<file path="config.mk">
export PLATFORM = sky130hd
export DESIGN_NAME = hpx_host_port
export DESIGN_NICKNAME = d
export VERILOG_FILES = /design/src/rtl/hpx_pkg.sv /design/src/rtl/hpx_host_port.sv /design/src/rtl/hpx_mem.sv
export SDC_FILE = /design/constraint.sdc
export NUM_CORES = 2
export LEC_CHECK = 0
export BUFFER_PORTS_ARGS = -buffer_cell sky130_fd_sc_hd__buf_4
export CORE_MARGIN = 8
export CORE_UTILIZATION = 45
export CTS_CLUSTER_DIAMETER = 120
export DETAILED_ROUTE_END_ITERATION = 7
export GPL_TIMING_DRIVEN = 1
export PLACE_DENSITY = 0.57
export SLEW_MARGIN = 20
export SYNTH_ARGS = -nofsm -noshare
export SYNTH_HDL_FRONTEND = slang
export SYNTH_HIERARCHICAL = 1
export SYNTH_SLANG_ARGS = --single-unit
</file>
<file path="constraint.sdc">
create_clock -name sys_clk -period 11.95 [get_ports sys_clk]
set_input_delay 0.5975 -clock sys_clk [delete_from_list [all_inputs] [get_ports sys_clk]]
set_output_delay 0.5975 -clock sys_clk [all_outputs]
set_load 0.02 [all_outputs]
</file>
<file path="src/rtl/hpx_pkg.sv">
// hpx_pkg: constants and types for the host port pin handshake block
// assumes a single 250 MHz system clock and synchronous reset
package hpx_pkg;
  localparam int HPX_DATA_W = 16;
  localparam int HPX_ADDR_W = 18;
  localparam int HPX_MEM_DEPTH = 256;
  localparam int HPX_MEM_AW = 8;
  // access select codes: control, data with post-increment, address, data
  localparam logic [1:0] HPX_SEL_CTRL = 2'h0;
  localparam logic [1:0] HPX_SEL_DATA_INC = 2'h1;
  localparam logic [1:0] HPX_SEL_ADDR = 2'h2;
  localparam logic [1:0] HPX_SEL_DATA = 2'h3;
  // control register field positions
  localparam int HPX_CTL_IRQ_A_BIT = 2;
  localparam int HPX_CTL_IRQ_B_BIT = 3;
  localparam logic [15:0] HPX_CTL_RESET = 16'h0000;
  localparam logic [17:0] HPX_ADDR_RESET = 18'h0_0000;
  localparam logic [15:0] HPX_DATA_RESET = 16'h0000;
  // memory access latency in ns and derived cycles at 4 ns period
  localparam int HPX_CLK_NS = 4;
  localparam int HPX_ACCESS_NS = 8;
  localparam int HPX_ACCESS_CYC = (HPX_ACCESS_NS + HPX_CLK_NS - 1) / HPX_CLK_NS;
  localparam logic [1:0] HPX_ACC_CNT_W1 = 2'(HPX_ACCESS_CYC);
  typedef enum logic [3:0] {
    HPX_IDLE = 4'b0001,
    HPX_BUSY = 4'b0010,
    HPX_HOLD = 4'b0100,
    HPX_DONE = 4'b1000
  } hpx_state_type;
endpackage : hpx_pkg

</file>
<file path="src/rtl/hpx_host_port.sv">
// hpx_host_port: pin-level host port with select, strobes, ready, irq
// assumes host pins are asynchronous; all but the mode and float pins pass two flops before use
`timescale 1ns/10ps
`default_nettype none
module hpx_host_port
  import hpx_pkg::*;
#(
  parameter int DATA_W = hpx_pkg::HPX_DATA_W,
  parameter int ADDR_W = hpx_pkg::HPX_ADDR_W
) (
  input wire logic sys_clk, // system clock
  input wire logic reset, // synchronous reset, active high
  input wire logic port_select_n, // host chip select, active low
  input wire logic transfer_strobe_first_n, // data strobe one, active low
  input wire logic transfer_strobe_second_n, // data strobe two, active low
  input wire logic transfer_direction, // 1 read, 0 write
  input wire logic addr_strobe_n, // address strobe, active low
  input wire logic access_select_0, // access select bit 0
  input wire logic access_select_1, // access select bit 1
  input wire logic ext_interface_select, // low: pins belong to host port
  input wire logic mux_mode_select, // low: multiplexed mode
  input wire logic output_float_n, // low: float all port outputs
  input wire logic port_reset_n, // host port reset, active low
  input wire logic [ADDR_W-1:0] hostAddr, // host address bus, direct in separate mode, latched by address strobe in multiplexed mode
  input wire logic [DATA_W-1:0] hostDataIn, // host data bus input
  output logic [DATA_W-1:0] hostDataOut, // host data bus output
  output logic hostDataOe, // host data bus output enable
  output logic port_ready_out, // ready pin level
  output logic port_ready_oe, // ready pin enable
  output logic subsys_a_host_irq_n, // subsystem a irq pin level
  output logic subsys_a_host_irq_oe, // subsystem a irq enable
  output logic subsys_b_host_irq_n, // subsystem b irq pin level
  output logic subsys_b_host_irq_oe, // subsystem b irq enable
  input wire logic subsysAIrqReq, // subsystem a raises host irq, pulse
  input wire logic subsysBIrqReq, // subsystem b raises host irq, pulse
  output logic subsysResetOut // resets both subsystems, level
);
  import hpx_pkg::*;

  // ********************************************
  // pin synchronisers
  // ********************************************
  localparam int SYNC_W = 9 + ADDR_W + DATA_W;
  logic [SYNC_W-1:0] syncMeta_r;
  logic [SYNC_W-1:0] syncPins_r;
  logic [SYNC_W-1:0] rawPins;
  assign rawPins = {port_select_n, transfer_strobe_first_n, transfer_strobe_second_n,
    transfer_direction, addr_strobe_n, access_select_0, access_select_1,
    ext_interface_select, port_reset_n, hostAddr, hostDataIn};
  // two flops on every host pin except the mode and float pins
  // bus words may skew by a cycle; the host holds them steady across the strobe
  always_ff @(posedge sys_clk) begin
    syncMeta_r <= rawPins;
    syncPins_r <= syncMeta_r;
  end

  logic selN, ds1N, ds2N, dirRd, asN, acc0, acc1, extSel, prstN;
  logic [ADDR_W-1:0] sAddr;
  logic [DATA_W-1:0] sData;
  assign {selN, ds1N, ds2N, dirRd, asN, acc0, acc1, extSel, prstN, sAddr, sData} = syncPins_r;

  // ********************************************
  // mode and strobe decode
  // ********************************************
  logic portOwned, muxMode, portReset, strobeAct, selAct, xferAct;
  logic [1:0] accSel;
  assign portOwned = !extSel;
  // mode pin is a board strap read directly; change it only while idle
  assign muxMode = !mux_mode_select;
  assign portReset = reset || !prstN;
  // combined strobe: active when either strobe low
  assign strobeAct = !(ds1N && ds2N);
  assign selAct = portOwned && !selN;
  assign xferAct = selAct && strobeAct;
  assign accSel = muxMode ? {acc1, acc0} : HPX_SEL_DATA;
  assign subsysResetOut = portReset;

  // ********************************************
  // transfer state machine
  // ********************************************
  hpx_state_type state_r, state_nxt;
  logic [1:0] accCnt_r, accCnt_nxt;
  logic xferStart, accDone;
  assign xferStart = (state_r == HPX_IDLE) && xferAct;
  assign accDone = (accCnt_r == 2'h0);

  // next state: wait for strobe release before next transfer
  always_comb begin
    state_nxt = state_r;
    accCnt_nxt = accCnt_r;
    case (state_r)
      HPX_IDLE: begin
        if (xferAct) begin
          state_nxt = HPX_BUSY;
          accCnt_nxt = HPX_ACC_CNT_W1;
        end
      end
      HPX_BUSY: begin
        if (accDone) begin
          state_nxt = HPX_HOLD;
        end else begin
          accCnt_nxt = accCnt_r - 2'h1;
        end
      end
      HPX_HOLD: begin
        if (!strobeAct) begin
          state_nxt = HPX_DONE;
        end
      end
      HPX_DONE: begin
        state_nxt = HPX_IDLE; // select may stay low
      end
      default: begin
        state_nxt = HPX_IDLE;
      end
    endcase
  end

  // state and access counter registers
  always_ff @(posedge sys_clk) begin
    if (portReset) begin
      state_r <= HPX_IDLE;
      accCnt_r <= 2'h0;
    end else begin
      state_r <= state_nxt;
      accCnt_r <= accCnt_nxt;
    end
  end

  // ********************************************
  // transfer latch and register access
  // ********************************************
  logic isRead_r, isRead_nxt;
  logic [1:0] accLat_r, accLat_nxt;
  logic [DATA_W-1:0] wrLat_r, wrLat_nxt;
  logic [ADDR_W-1:0] addrSep_r, addrSep_nxt;
  assign isRead_nxt = xferStart ? dirRd : isRead_r;
  assign accLat_nxt = xferStart ? accSel : accLat_r;
  assign wrLat_nxt = xferStart ? sData : wrLat_r;
  assign addrSep_nxt = xferStart ? sAddr : addrSep_r;
  // hold the transfer fields for the whole access
  always_ff @(posedge sys_clk) begin
    if (portReset) begin
      isRead_r <= 1'h0;
      accLat_r <= HPX_SEL_CTRL;
      wrLat_r <= HPX_DATA_RESET;
      addrSep_r <= HPX_ADDR_RESET;
    end else begin
      isRead_r <= isRead_nxt;
      accLat_r <= accLat_nxt;
      wrLat_r <= wrLat_nxt;
      addrSep_r <= addrSep_nxt;
    end
  end

  // data codes with or without post-increment
  function automatic logic isDataSel(input logic [1:0] code);
    return (code == HPX_SEL_DATA) || (code == HPX_SEL_DATA_INC);
  endfunction : isDataSel

  // one action pulse at the first busy cycle
  logic actPulse, doWrite, doRead, wrCtl, wrAddr, wrDat, rdDat, incAddr;
  assign actPulse = (state_r == HPX_BUSY) && (accCnt_r == HPX_ACC_CNT_W1);
  assign doWrite = actPulse && !isRead_r;
  assign doRead = actPulse && isRead_r;
  assign wrCtl = doWrite && (accLat_r == HPX_SEL_CTRL);
  assign wrAddr = doWrite && (accLat_r == HPX_SEL_ADDR);
  assign wrDat = doWrite && isDataSel(accLat_r);
  assign rdDat = doRead && isDataSel(accLat_r);
  assign incAddr = actPulse && (accLat_r == HPX_SEL_DATA_INC);

  // address register: latched by address strobe or written by the host
  logic [ADDR_W-1:0] portAddr_r, portAddr_nxt;
  logic asLatch, asPrev_r;
  assign asLatch = muxMode && selAct && !asN && asPrev_r;
  always_comb begin
    portAddr_nxt = portAddr_r;
    if (asLatch) begin
      portAddr_nxt = sAddr;
    end else if (wrAddr) begin
      portAddr_nxt = ADDR_W'(wrLat_r);
    end else if (incAddr) begin
      portAddr_nxt = portAddr_r + ADDR_W'(1);
    end
  end
  // address register and address strobe history, idle high after reset
  always_ff @(posedge sys_clk) begin
    if (portReset) begin
      portAddr_r <= HPX_ADDR_RESET;
      asPrev_r <= 1'h1;
    end else begin
      portAddr_r <= portAddr_nxt;
      asPrev_r <= asN;
    end
  end

  // ********************************************
  // control register and host interrupts
  // ********************************************
  logic irqA_r, irqB_r, irqA_nxt, irqB_nxt, clrA, clrB;
  logic [DATA_W-1:0] ctlOther_r, ctlOther_nxt;
  assign clrA = wrCtl && wrLat_r[HPX_CTL_IRQ_A_BIT];
  assign clrB = wrCtl && wrLat_r[HPX_CTL_IRQ_B_BIT];
  // set wins over clear; no irqs in separate-bus mode
  assign irqA_nxt = muxMode && (subsysAIrqReq || (irqA_r && !clrA));
  assign irqB_nxt = muxMode && (subsysBIrqReq || (irqB_r && !clrB));
  assign ctlOther_nxt = wrCtl ? wrLat_r : ctlOther_r;
  always_ff @(posedge sys_clk) begin
    if (portReset) begin
      irqA_r <= 1'h0;
      irqB_r <= 1'h0;
      ctlOther_r <= HPX_CTL_RESET;
    end else begin
      irqA_r <= irqA_nxt;
      irqB_r <= irqB_nxt;
      ctlOther_r <= ctlOther_nxt;
    end
  end
  // irq bits read back live; the rest echo the last control write
  logic [DATA_W-1:0] ctlView;
  always_comb begin
    ctlView = ctlOther_r;
    ctlView[HPX_CTL_IRQ_A_BIT] = irqA_r;
    ctlView[HPX_CTL_IRQ_B_BIT] = irqB_r;
  end

  // ********************************************
  // memory and read data
  // ********************************************
  logic [ADDR_W-1:0] memAddrFull;
  logic [DATA_W-1:0] memRd;
  assign memAddrFull = muxMode ? portAddr_r : addrSep_r;
  // only the low address bits reach the memory; upper bits wrap
  hpx_mem #(
    .DATA_W(DATA_W),
    .DEPTH(HPX_MEM_DEPTH),
    .AW(HPX_MEM_AW)
  ) hpx_mem_inst (
    .sys_clk(sys_clk),
    .wrEn(wrDat),
    .addr(memAddrFull[HPX_MEM_AW-1:0]),
    .wrData(wrLat_r),
    .rdData(memRd)
  );

  logic rdDatD_r;
  logic [DATA_W-1:0] rdOut_r, rdOut_nxt;
  // capture read value once memory data is valid
  always_comb begin
    rdOut_nxt = rdOut_r;
    if (rdDatD_r) begin
      rdOut_nxt = memRd;
    end else if (doRead && accLat_r == HPX_SEL_CTRL) begin
      rdOut_nxt = ctlView;
    end else if (doRead && accLat_r == HPX_SEL_ADDR) begin
      rdOut_nxt = DATA_W'(portAddr_r);
    end
  end
  always_ff @(posedge sys_clk) begin
    if (portReset) begin
      rdDatD_r <= 1'h0;
      rdOut_r <= HPX_DATA_RESET;
    end else begin
      rdDatD_r <= rdDat;
      rdOut_r <= rdOut_nxt;
    end
  end

  // ********************************************
  // pin drivers
  // ********************************************
  // float acts without sync so the pins let go at once
  logic pinsOn;
  assign pinsOn = output_float_n && portOwned;
  assign hostDataOut = rdOut_r;
  assign hostDataOe = pinsOn && selAct && isRead_r && (state_r == HPX_HOLD);
  // ready high when idle or data held; low while access runs
  assign port_ready_out = (state_r != HPX_BUSY);
  assign port_ready_oe = pinsOn;
  // irq pins are active low; enables drop in separate-bus mode
  assign subsys_a_host_irq_n = !irqA_r;
  assign subsys_b_host_irq_n = !irqB_r;
  assign subsys_a_host_irq_oe = pinsOn && muxMode;
  assign subsys_b_host_irq_oe = pinsOn && muxMode;
endmodule : hpx_host_port
`default_nettype wire

</file>
<file path="src/rtl/hpx_mem.sv">
// hpx_mem: small shared word memory reached by the host port
// assumes one clock; read data is registered one cycle after the request
`timescale 1ns/10ps
`default_nettype none
module hpx_mem #(
  parameter int DATA_W = 16,
  parameter int DEPTH = 256,
  parameter int AW = 8
) (
  input wire logic sys_clk, // system clock
  input wire logic wrEn, // write strobe
  input wire logic [AW-1:0] addr, // word address
  input wire logic [DATA_W-1:0] wrData, // write data
  output logic [DATA_W-1:0] rdData // registered read data
);
  logic [DATA_W-1:0] memArray [DEPTH];
  // write and registered read
  always_ff @(posedge sys_clk) begin
    if (wrEn) begin
      memArray[addr] <= wrData;
    end
    rdData <= memArray[addr];
  end
endmodule : hpx_mem
`default_nettype wire

</file>
---- Yosys cells after proc, flatten, opt, wreduce, memory -nomap -nowiden ----
Memory sizes are Yosys's and may differ from the RTL's. A register that Yosys moved wholly into a read port is not among the register bits.
Index checks and enable logic that the tools add are counted.
word-level totals
  output and inout port bits .............. 24
  word-level logic and storage cells ...... 97
  bits in writable memories ............... 4096
  bits of input ports ..................... 49
  memories kept ........................... 1
  flip-flop bits (word level) ............. 173
operators by class
  mux-type cells .......................... 17
  add/subtract/negate cells ............... 2
  equality and inequality tests ........... 12
  reductions and logical operators ........ 50
memories
  memory                 words  bits a word  read ports  clocked after memory_dff  wr ports  line           text
  hpx_mem_inst.memArray  256    16           1           1                         1         hpx_mem.sv:16  logic [DATA_W-1:0] memArray [DEPTH];
operators by type and width
  cell                     number
  $mux W18                 3
  $mux W16                 3
  $logic_and A1 B1 Y1      28
  $add A18 B1 Y18 const B  1
  $mux W4                  3
  $pmux W4 S3              1
  $logic_not A1 Y1         11
  $mux W8                  1
  $ne A2 B2 Y1 const B     4
  $eq A2 B2 Y1 const B     3
  $mux W2                  3
  $reduce_and A3 Y1        2
  $reduce_bool A3 Y1       2
  $eq A4 B1 Y1 const B     1
  $eq A4 B2 Y1 const B     1
  $eq A4 B3 Y1 const B     1
  $logic_not A2 Y1         2
  $logic_or A1 B1 Y1       4
  $ne A4 B2 Y1 const B     1
  $pmux W2 S2              1
  $eq A2 B1 Y1 const B     1
  $mux W1                  2
  $reduce_bool A2 Y1       1
  $sub A2 B1 Y2 const B    1

---- Longest topological paths before layout ----
  word-level depth ........................ 9
  mapped depth ............................ 11
  mapped depth without buffers ............ 8

---- Cells and area by module ----
The synthesis kept the hierarchy.
modules (own cells, without submodules)
  module         cells each  seq. area each (µm²)  times used  area an instance (µm²)
  hpx_mem        6727        123318.3              1           155399.0
  hpx_host_port  583         3303.2                1           5703.0

---- Least setup slack after synthesis ----
OpenSTA, ideal clock, no wires.
  path kind ............................... register -> register
  from .................................... register wrLat_r[11]
  to ...................................... register portAddr_r[11]
  arrival time ............................ 4447 ps
  path buffers ............................ 0
  library setup time ...................... 58 ps
  clock period less this slack ............ 4505 ps
  data required time ...................... 11892 ps
  path slack .............................. 7445 ps
  stages on the path, launching flop included .. 4
  path through ............................ dfxtp_1 -> o21ai_0 -> a32oi_1 -> o21a_1
between the ends
  cells in the longest elaborated chain, start to end .. 2
ends and longest elaborated chain
  element                 line                  text
  start, declared         hpx_host_port.sv:135  logic [DATA_W-1:0] wrLat_r, wrLat_nxt;
  start signal, assigned  hpx_host_port.sv:151  wrLat_r <= wrLat_nxt;
  $mux W18                hpx_host_port.sv:180  end else if (wrAddr) begin
  $mux W18                hpx_host_port.sv:178  if (asLatch) begin
  end signal, assigned    hpx_host_port.sv:192  portAddr_r <= portAddr_nxt;
  end, declared           hpx_host_port.sv:173  logic [ADDR_W-1:0] portAddr_r, portAddr_nxt;
Every way passes these cells.
A chain may end at the register's enable or synchronous reset.

---- Final worst setup path ----
  from .................................... register portAddr_r[1]
  to ...................................... register hpx_mem_inst.rdData[9] (read register of hpx_mem_inst.memArray)
between the ends
  cells in the longest elaborated chain, start to end .. 1
ends and longest elaborated chain
  element             line                  text
  $mux W8             hpx_host_port.sv:232  assign memAddrFull = muxMode ? portAddr_r : addrSep_r;
  via memAddrFull[1]  hpx_host_port.sv:230  logic [ADDR_W-1:0] memAddrFull;
  end, declared       hpx_mem.sv:14         output logic [DATA_W-1:0] rdData
The timed path passes the listed nets, and every way through them passes these cells.

==> reports/summary.md <==
Total power divided by cell area: 164 mW/mm^2. Among all flip-flop cells after synthesis, the most frequent one is edfxtp_1. H-tree depth: 5. In this run the critical register-to-register path is captured at hpx_mem_inst/rdData[9]. When the netlist entered floorplanning its net count stood at 7362. The placer's final routability congestion estimate was 0.834. The worst setup path is of the flop to flop kind. The total leakage power was 47.3 nW. In this run the worst hold path is classified as input pin to flop. The smallest clock period supported by the final layout is computed as 5.61 ns. The logs give 0 for the hold violation total from the final report and 415000 um for the final wirelength. The longest clock path from root to sink contains 4 buffers. The die covers 0.377 mm^2. From bottom edge to top edge, the die measures 614 um.

Entering global routing, the biggest net connects 202 pins. Final-layout setup total negative slack: 0 ns. The share of flip-flops with an asynchronous set or reset came out at 0. The number of placed I/O pins was 73; the number of cells in the finished layout apart from fillers was 12900.

The synthesized design contains 4277 register bits. Summing all multi-input logic gate instances after layout gives 0.0330 mm^2. The final layout contains 7848 nets. The actual slew at the worst max-slew pin is 1.28 ns. For the fill cell instance count of the final layout, the log shows 27800. The path with the worst hold slack has its endpoint at accLat_r[0].

After synthesis the cells add up to 0.161 mm^2. In this run the critical register-to-register path is launched from portAddr_r[1]. Detailed placement finished with a half-perimeter wire length of 236000 um.

The clock transition at the register clock pins on the worst setup and hold paths after CTS was 0.06 ns. For the sequential-to-total area share from yosys stat, the log shows 0.786. The tools report the initial core utilization as 0.452. The worst setup path is captured at a flop. The tools report the number of detailed-routing iterations run before antenna repair as 6. The placement row count is 219, and the final total power is 30.1 mW. The total global routing track utilization came out at 0.214.

Yosys mapped a number of flops with a built-in enable equal to 4096. The post-layout utilization of the core came out at 0.517. The number of CTS-inserted buffers was 433; the insertion delay of the later-clocked pin in the worst-skew pair was 0.97 ns. Dividing the detail-routed via count by the number of cells gives 5.99. The total count of max-transition violations in the final report came out at 0. For the final global-route overflow total, the log shows 0. The first global-routing pass estimated 586000 um of wire. The final cycle utilization of the critical path was 0.469; the worst setup skew after layout was 0.0382 ns. The buffer type at the clock tree root was clkbuf_16.

In this run the remaining antenna-violating nets after routing total 0. Once placement completed, the tool counted placed cells totaling 12100. The routed wirelength normalized by instance count was 32.1 um; the signal arrival time at the worst endpoint was 6.39 ns.

After technology mapping, the gate count stands at 7310. For flop-to-flop paths, the worst setup slack is 6.34 ns. Proportion of layout cells with a drive suffix above 1: 0.279. The largest vdd supply drop was 0.000117 V; the total number of vias was 77500. The relative slew slack is 0.146. Setup repair after global routing left no endpoint under its margin. Registers take 0.127 mm^2. The highest fanout seen on the critical path is 123, and the count of cells along the worst register-to-register path is 9. TritonCTS built the clock tree. The flow ran to the end, and the final reports show no timing, DRC or antenna violations.

The area growth from synthesis to layout is 14.2%. The launch instance of the worst min-delay path was mux_mode_select. Horizontal die dimension: 614 um. Input and output buffers added on the ports amount to 70. For the total of max-cap violations, the log shows 0. Setup violations remaining at the end of the flow were counted as 0. The number of warnings printed during yosys synthesis is 6, and the critical path required time is 12.74 ns.

The core region is 0.356 mm^2. STA classifies the critical path startpoint as a flop. The fmax is 178 MHz, and the number of cells on the worst hold path is 3. For the initial antenna violation count, the log shows 18. Counting distinct cell types in the post-synthesis netlist gives 56. The number of DRC markers after the initial detailed-route iteration was 8835. In the routed design, unresolved DRC markers number 0.

After synthesis, the mean cell area works out to 22.0 um^2. The number of global-route vias before repair is 77800. CTS saw 4277 sinks.
cells by family (layout without fill, tap and decap cells):
logic type,after synthesis,after routing,share of synthesized area
flip-flops,4277,4277,0.786
multiplexers,1061,1061,0.146
AO/OA/AOI/OAI,948,948,0.0395
AND/OR/NAND/NOR,542,542,0.0149
buffers and inverters,468,1330,0.0133
XOR/XNOR,11,11,0.000598
adder cells (fa/ha/maj),3,3,0.000233
other,0,12,0
registers in the layout (all words and copies together), names as in the netlist, 2 cells and up:
register	count
addrSep_r	8
hpx_mem_inst/memArray	4096
ctlOther_r	14
hostDataOut	16
accCnt_r	2
syncMeta_r	41
accLat_r	2
hpx_mem_inst/rdData	16
wrLat_r	16
syncPins_r	41
state_r	4
portAddr_r	16
Yosys cell counts, types with 3 or more instances:
| library cell | number | area, um^2 |
|---|---|---|
| a211o_1 | 4 | 35.0 |
| a21oi_1 | 289 | 1450 |
| a22oi_1 | 512 | 3840 |
| a31oi_1 | 12 | 75.1 |
| and2_1 | 5 | 31.3 |
| and4_1 | 3 | 26.3 |
| buf_1 | 56 | 210 |
| buf_2 | 84 | 420 |
| buf_4 | 17 | 128 |
| buf_6 | 28 | 315 |
| clkbuf_1 | 272 | 1020 |
| dfxtp_1 | 181 | 3620 |
| edfxtp_1 | 4096 | 123000 |
| ha_1 | 3 | 37.5 |
| inv_1 | 10 | 37.5 |
| mux2_2 | 8 | 90.1 |
| mux2i_1 | 29 | 290 |
| mux4_2 | 1024 | 23100 |
| nand2_1 | 122 | 458 |
| nand2b_1 | 9 | 56.3 |
| nand3_1 | 41 | 205 |
| nand4_1 | 22 | 138 |
| nor2_1 | 262 | 983 |
| nor2b_1 | 8 | 50.1 |
| nor3_1 | 43 | 215 |
| o211ai_1 | 7 | 52.6 |
| o21ai_0 | 48 | 240 |
| o41ai_1 | 64 | 561 |
| or3_1 | 8 | 50.1 |
| xnor2_1 | 5 | 43.8 |
| xor2_1 | 6 | 52.6 |
area by class of cell:
cell class | instances | area share
clock buffers | 542 | 0.0632
inverters | 11 | 0.000238
well taps | 4751 | 0.0323
diodes | 12 | 0.000163
multi-input cells | 2565 | 0.180
flip-flops and latches | 4277 | 0.688
repair buffers | 508 | 0.0227
clock inverters | 269 | 0.0134
metrics by stage:
| step | hold WS [ns] | worst slack, ns | area [um^2] |
|---|---|---|---|
| 2_1_floorplan | 0.310 | 7.45 | 161000 |
| 3_3_place_gp | 0.312 | 5.90 | 169000 |
| 3_5_place_dp | 0.312 | 5.87 | 169000 |
| 4_1_cts | 0.0465 | 6.27 | 184000 |
| 5_1_grt | 0.0910 | 5.96 | 184000 |
| 6_report | 0.120 | 6.34 | 184000 |
power by group:
part / internal (mW) / leakage [nW] / switching, mW
logic: 0.120 / 9.45 / 0.283
clock network: 7.78 / 6.92 / 5.64
registers: 16.3 / 31.0 / 0.0348
what timing repair did:
item,4_1_cts,5_1_grt
hold endpoints to repair,43,0
setup buffers,0,0
hold buffers,45,0
gates resized for setup,0,0
metal layers:
metal,vias up,global-route usage,share of wire
li1,32100,-,-
met1,41900,0.301,0.41
met2,3043,0.345,0.48
met3,533,0.0401,0.077
met4,8,0.0592,0.029
met5,-,0,0.00013
how the worst max path moves through the flow:
stage / startpoint / endpoint / depth (start not counted)
final: portAddr_r[1] / hpx_mem_inst/rdData[9] / 9
after global placement: mux_mode_select / hpx_mem_inst/rdData[12] / 10
after CTS: portAddr_r[0] / hpx_mem_inst/rdData[12] / 9
after floorplan: wrLat_r[11] / portAddr_r[11] / 3
after global routing: portAddr_r[0] / hpx_mem_inst/rdData[12] / 9
after detailed placement: mux_mode_select / hpx_mem_inst/rdData[12] / 10
critical path, cell delays in order (launching register included):
cell and delay, ns:
dfxtp_1 0.47, mux2_8 0.55, buf_4 0.71, buf_12 0.53
buf_12 0.50, mux4_2 0.43, a22oi_1 0.40, a21oi_1 0.23
o41ai_1 0.87, nand4_1 0.16
cells in the final DEF, fill, tap and decap left out, types with 13 or more instances in the layout:
cell type | synthesis | routed
clkbuf_16 | 0 | 448
mux2i_1 | 29 | 29
bufinv_16 | 0 | 41
clkinv_2 | 0 | 96
o41ai_1 | 64 | 43
dlygate4sd3_1 | 0 | 45
clkinvlp_4 | 0 | 16
dfxtp_1 | 181 | 164
dfxtp_4 | 0 | 16
nand3_1 | 41 | 33
nand2_1 | 122 | 115
nor3_2 | 2 | 32
mux4_2 | 1024 | 1024
a22oi_1 | 512 | 512
clkbuf_1 | 272 | 86
nor2_4 | 0 | 18
buf_4 | 17 | 442
o21ai_0 | 48 | 48
nand4_1 | 22 | 22
nor2_1 | 262 | 213
a21oi_1 | 289 | 289
buf_12 | 0 | 17
edfxtp_1 | 4096 | 4096
nor3_1 | 43 | 13
nor2_2 | 0 | 31
clkinv_1 | 0 | 94
o41ai_2 | 0 | 18
No activity file was read; power rests on OpenSTA's default activity.
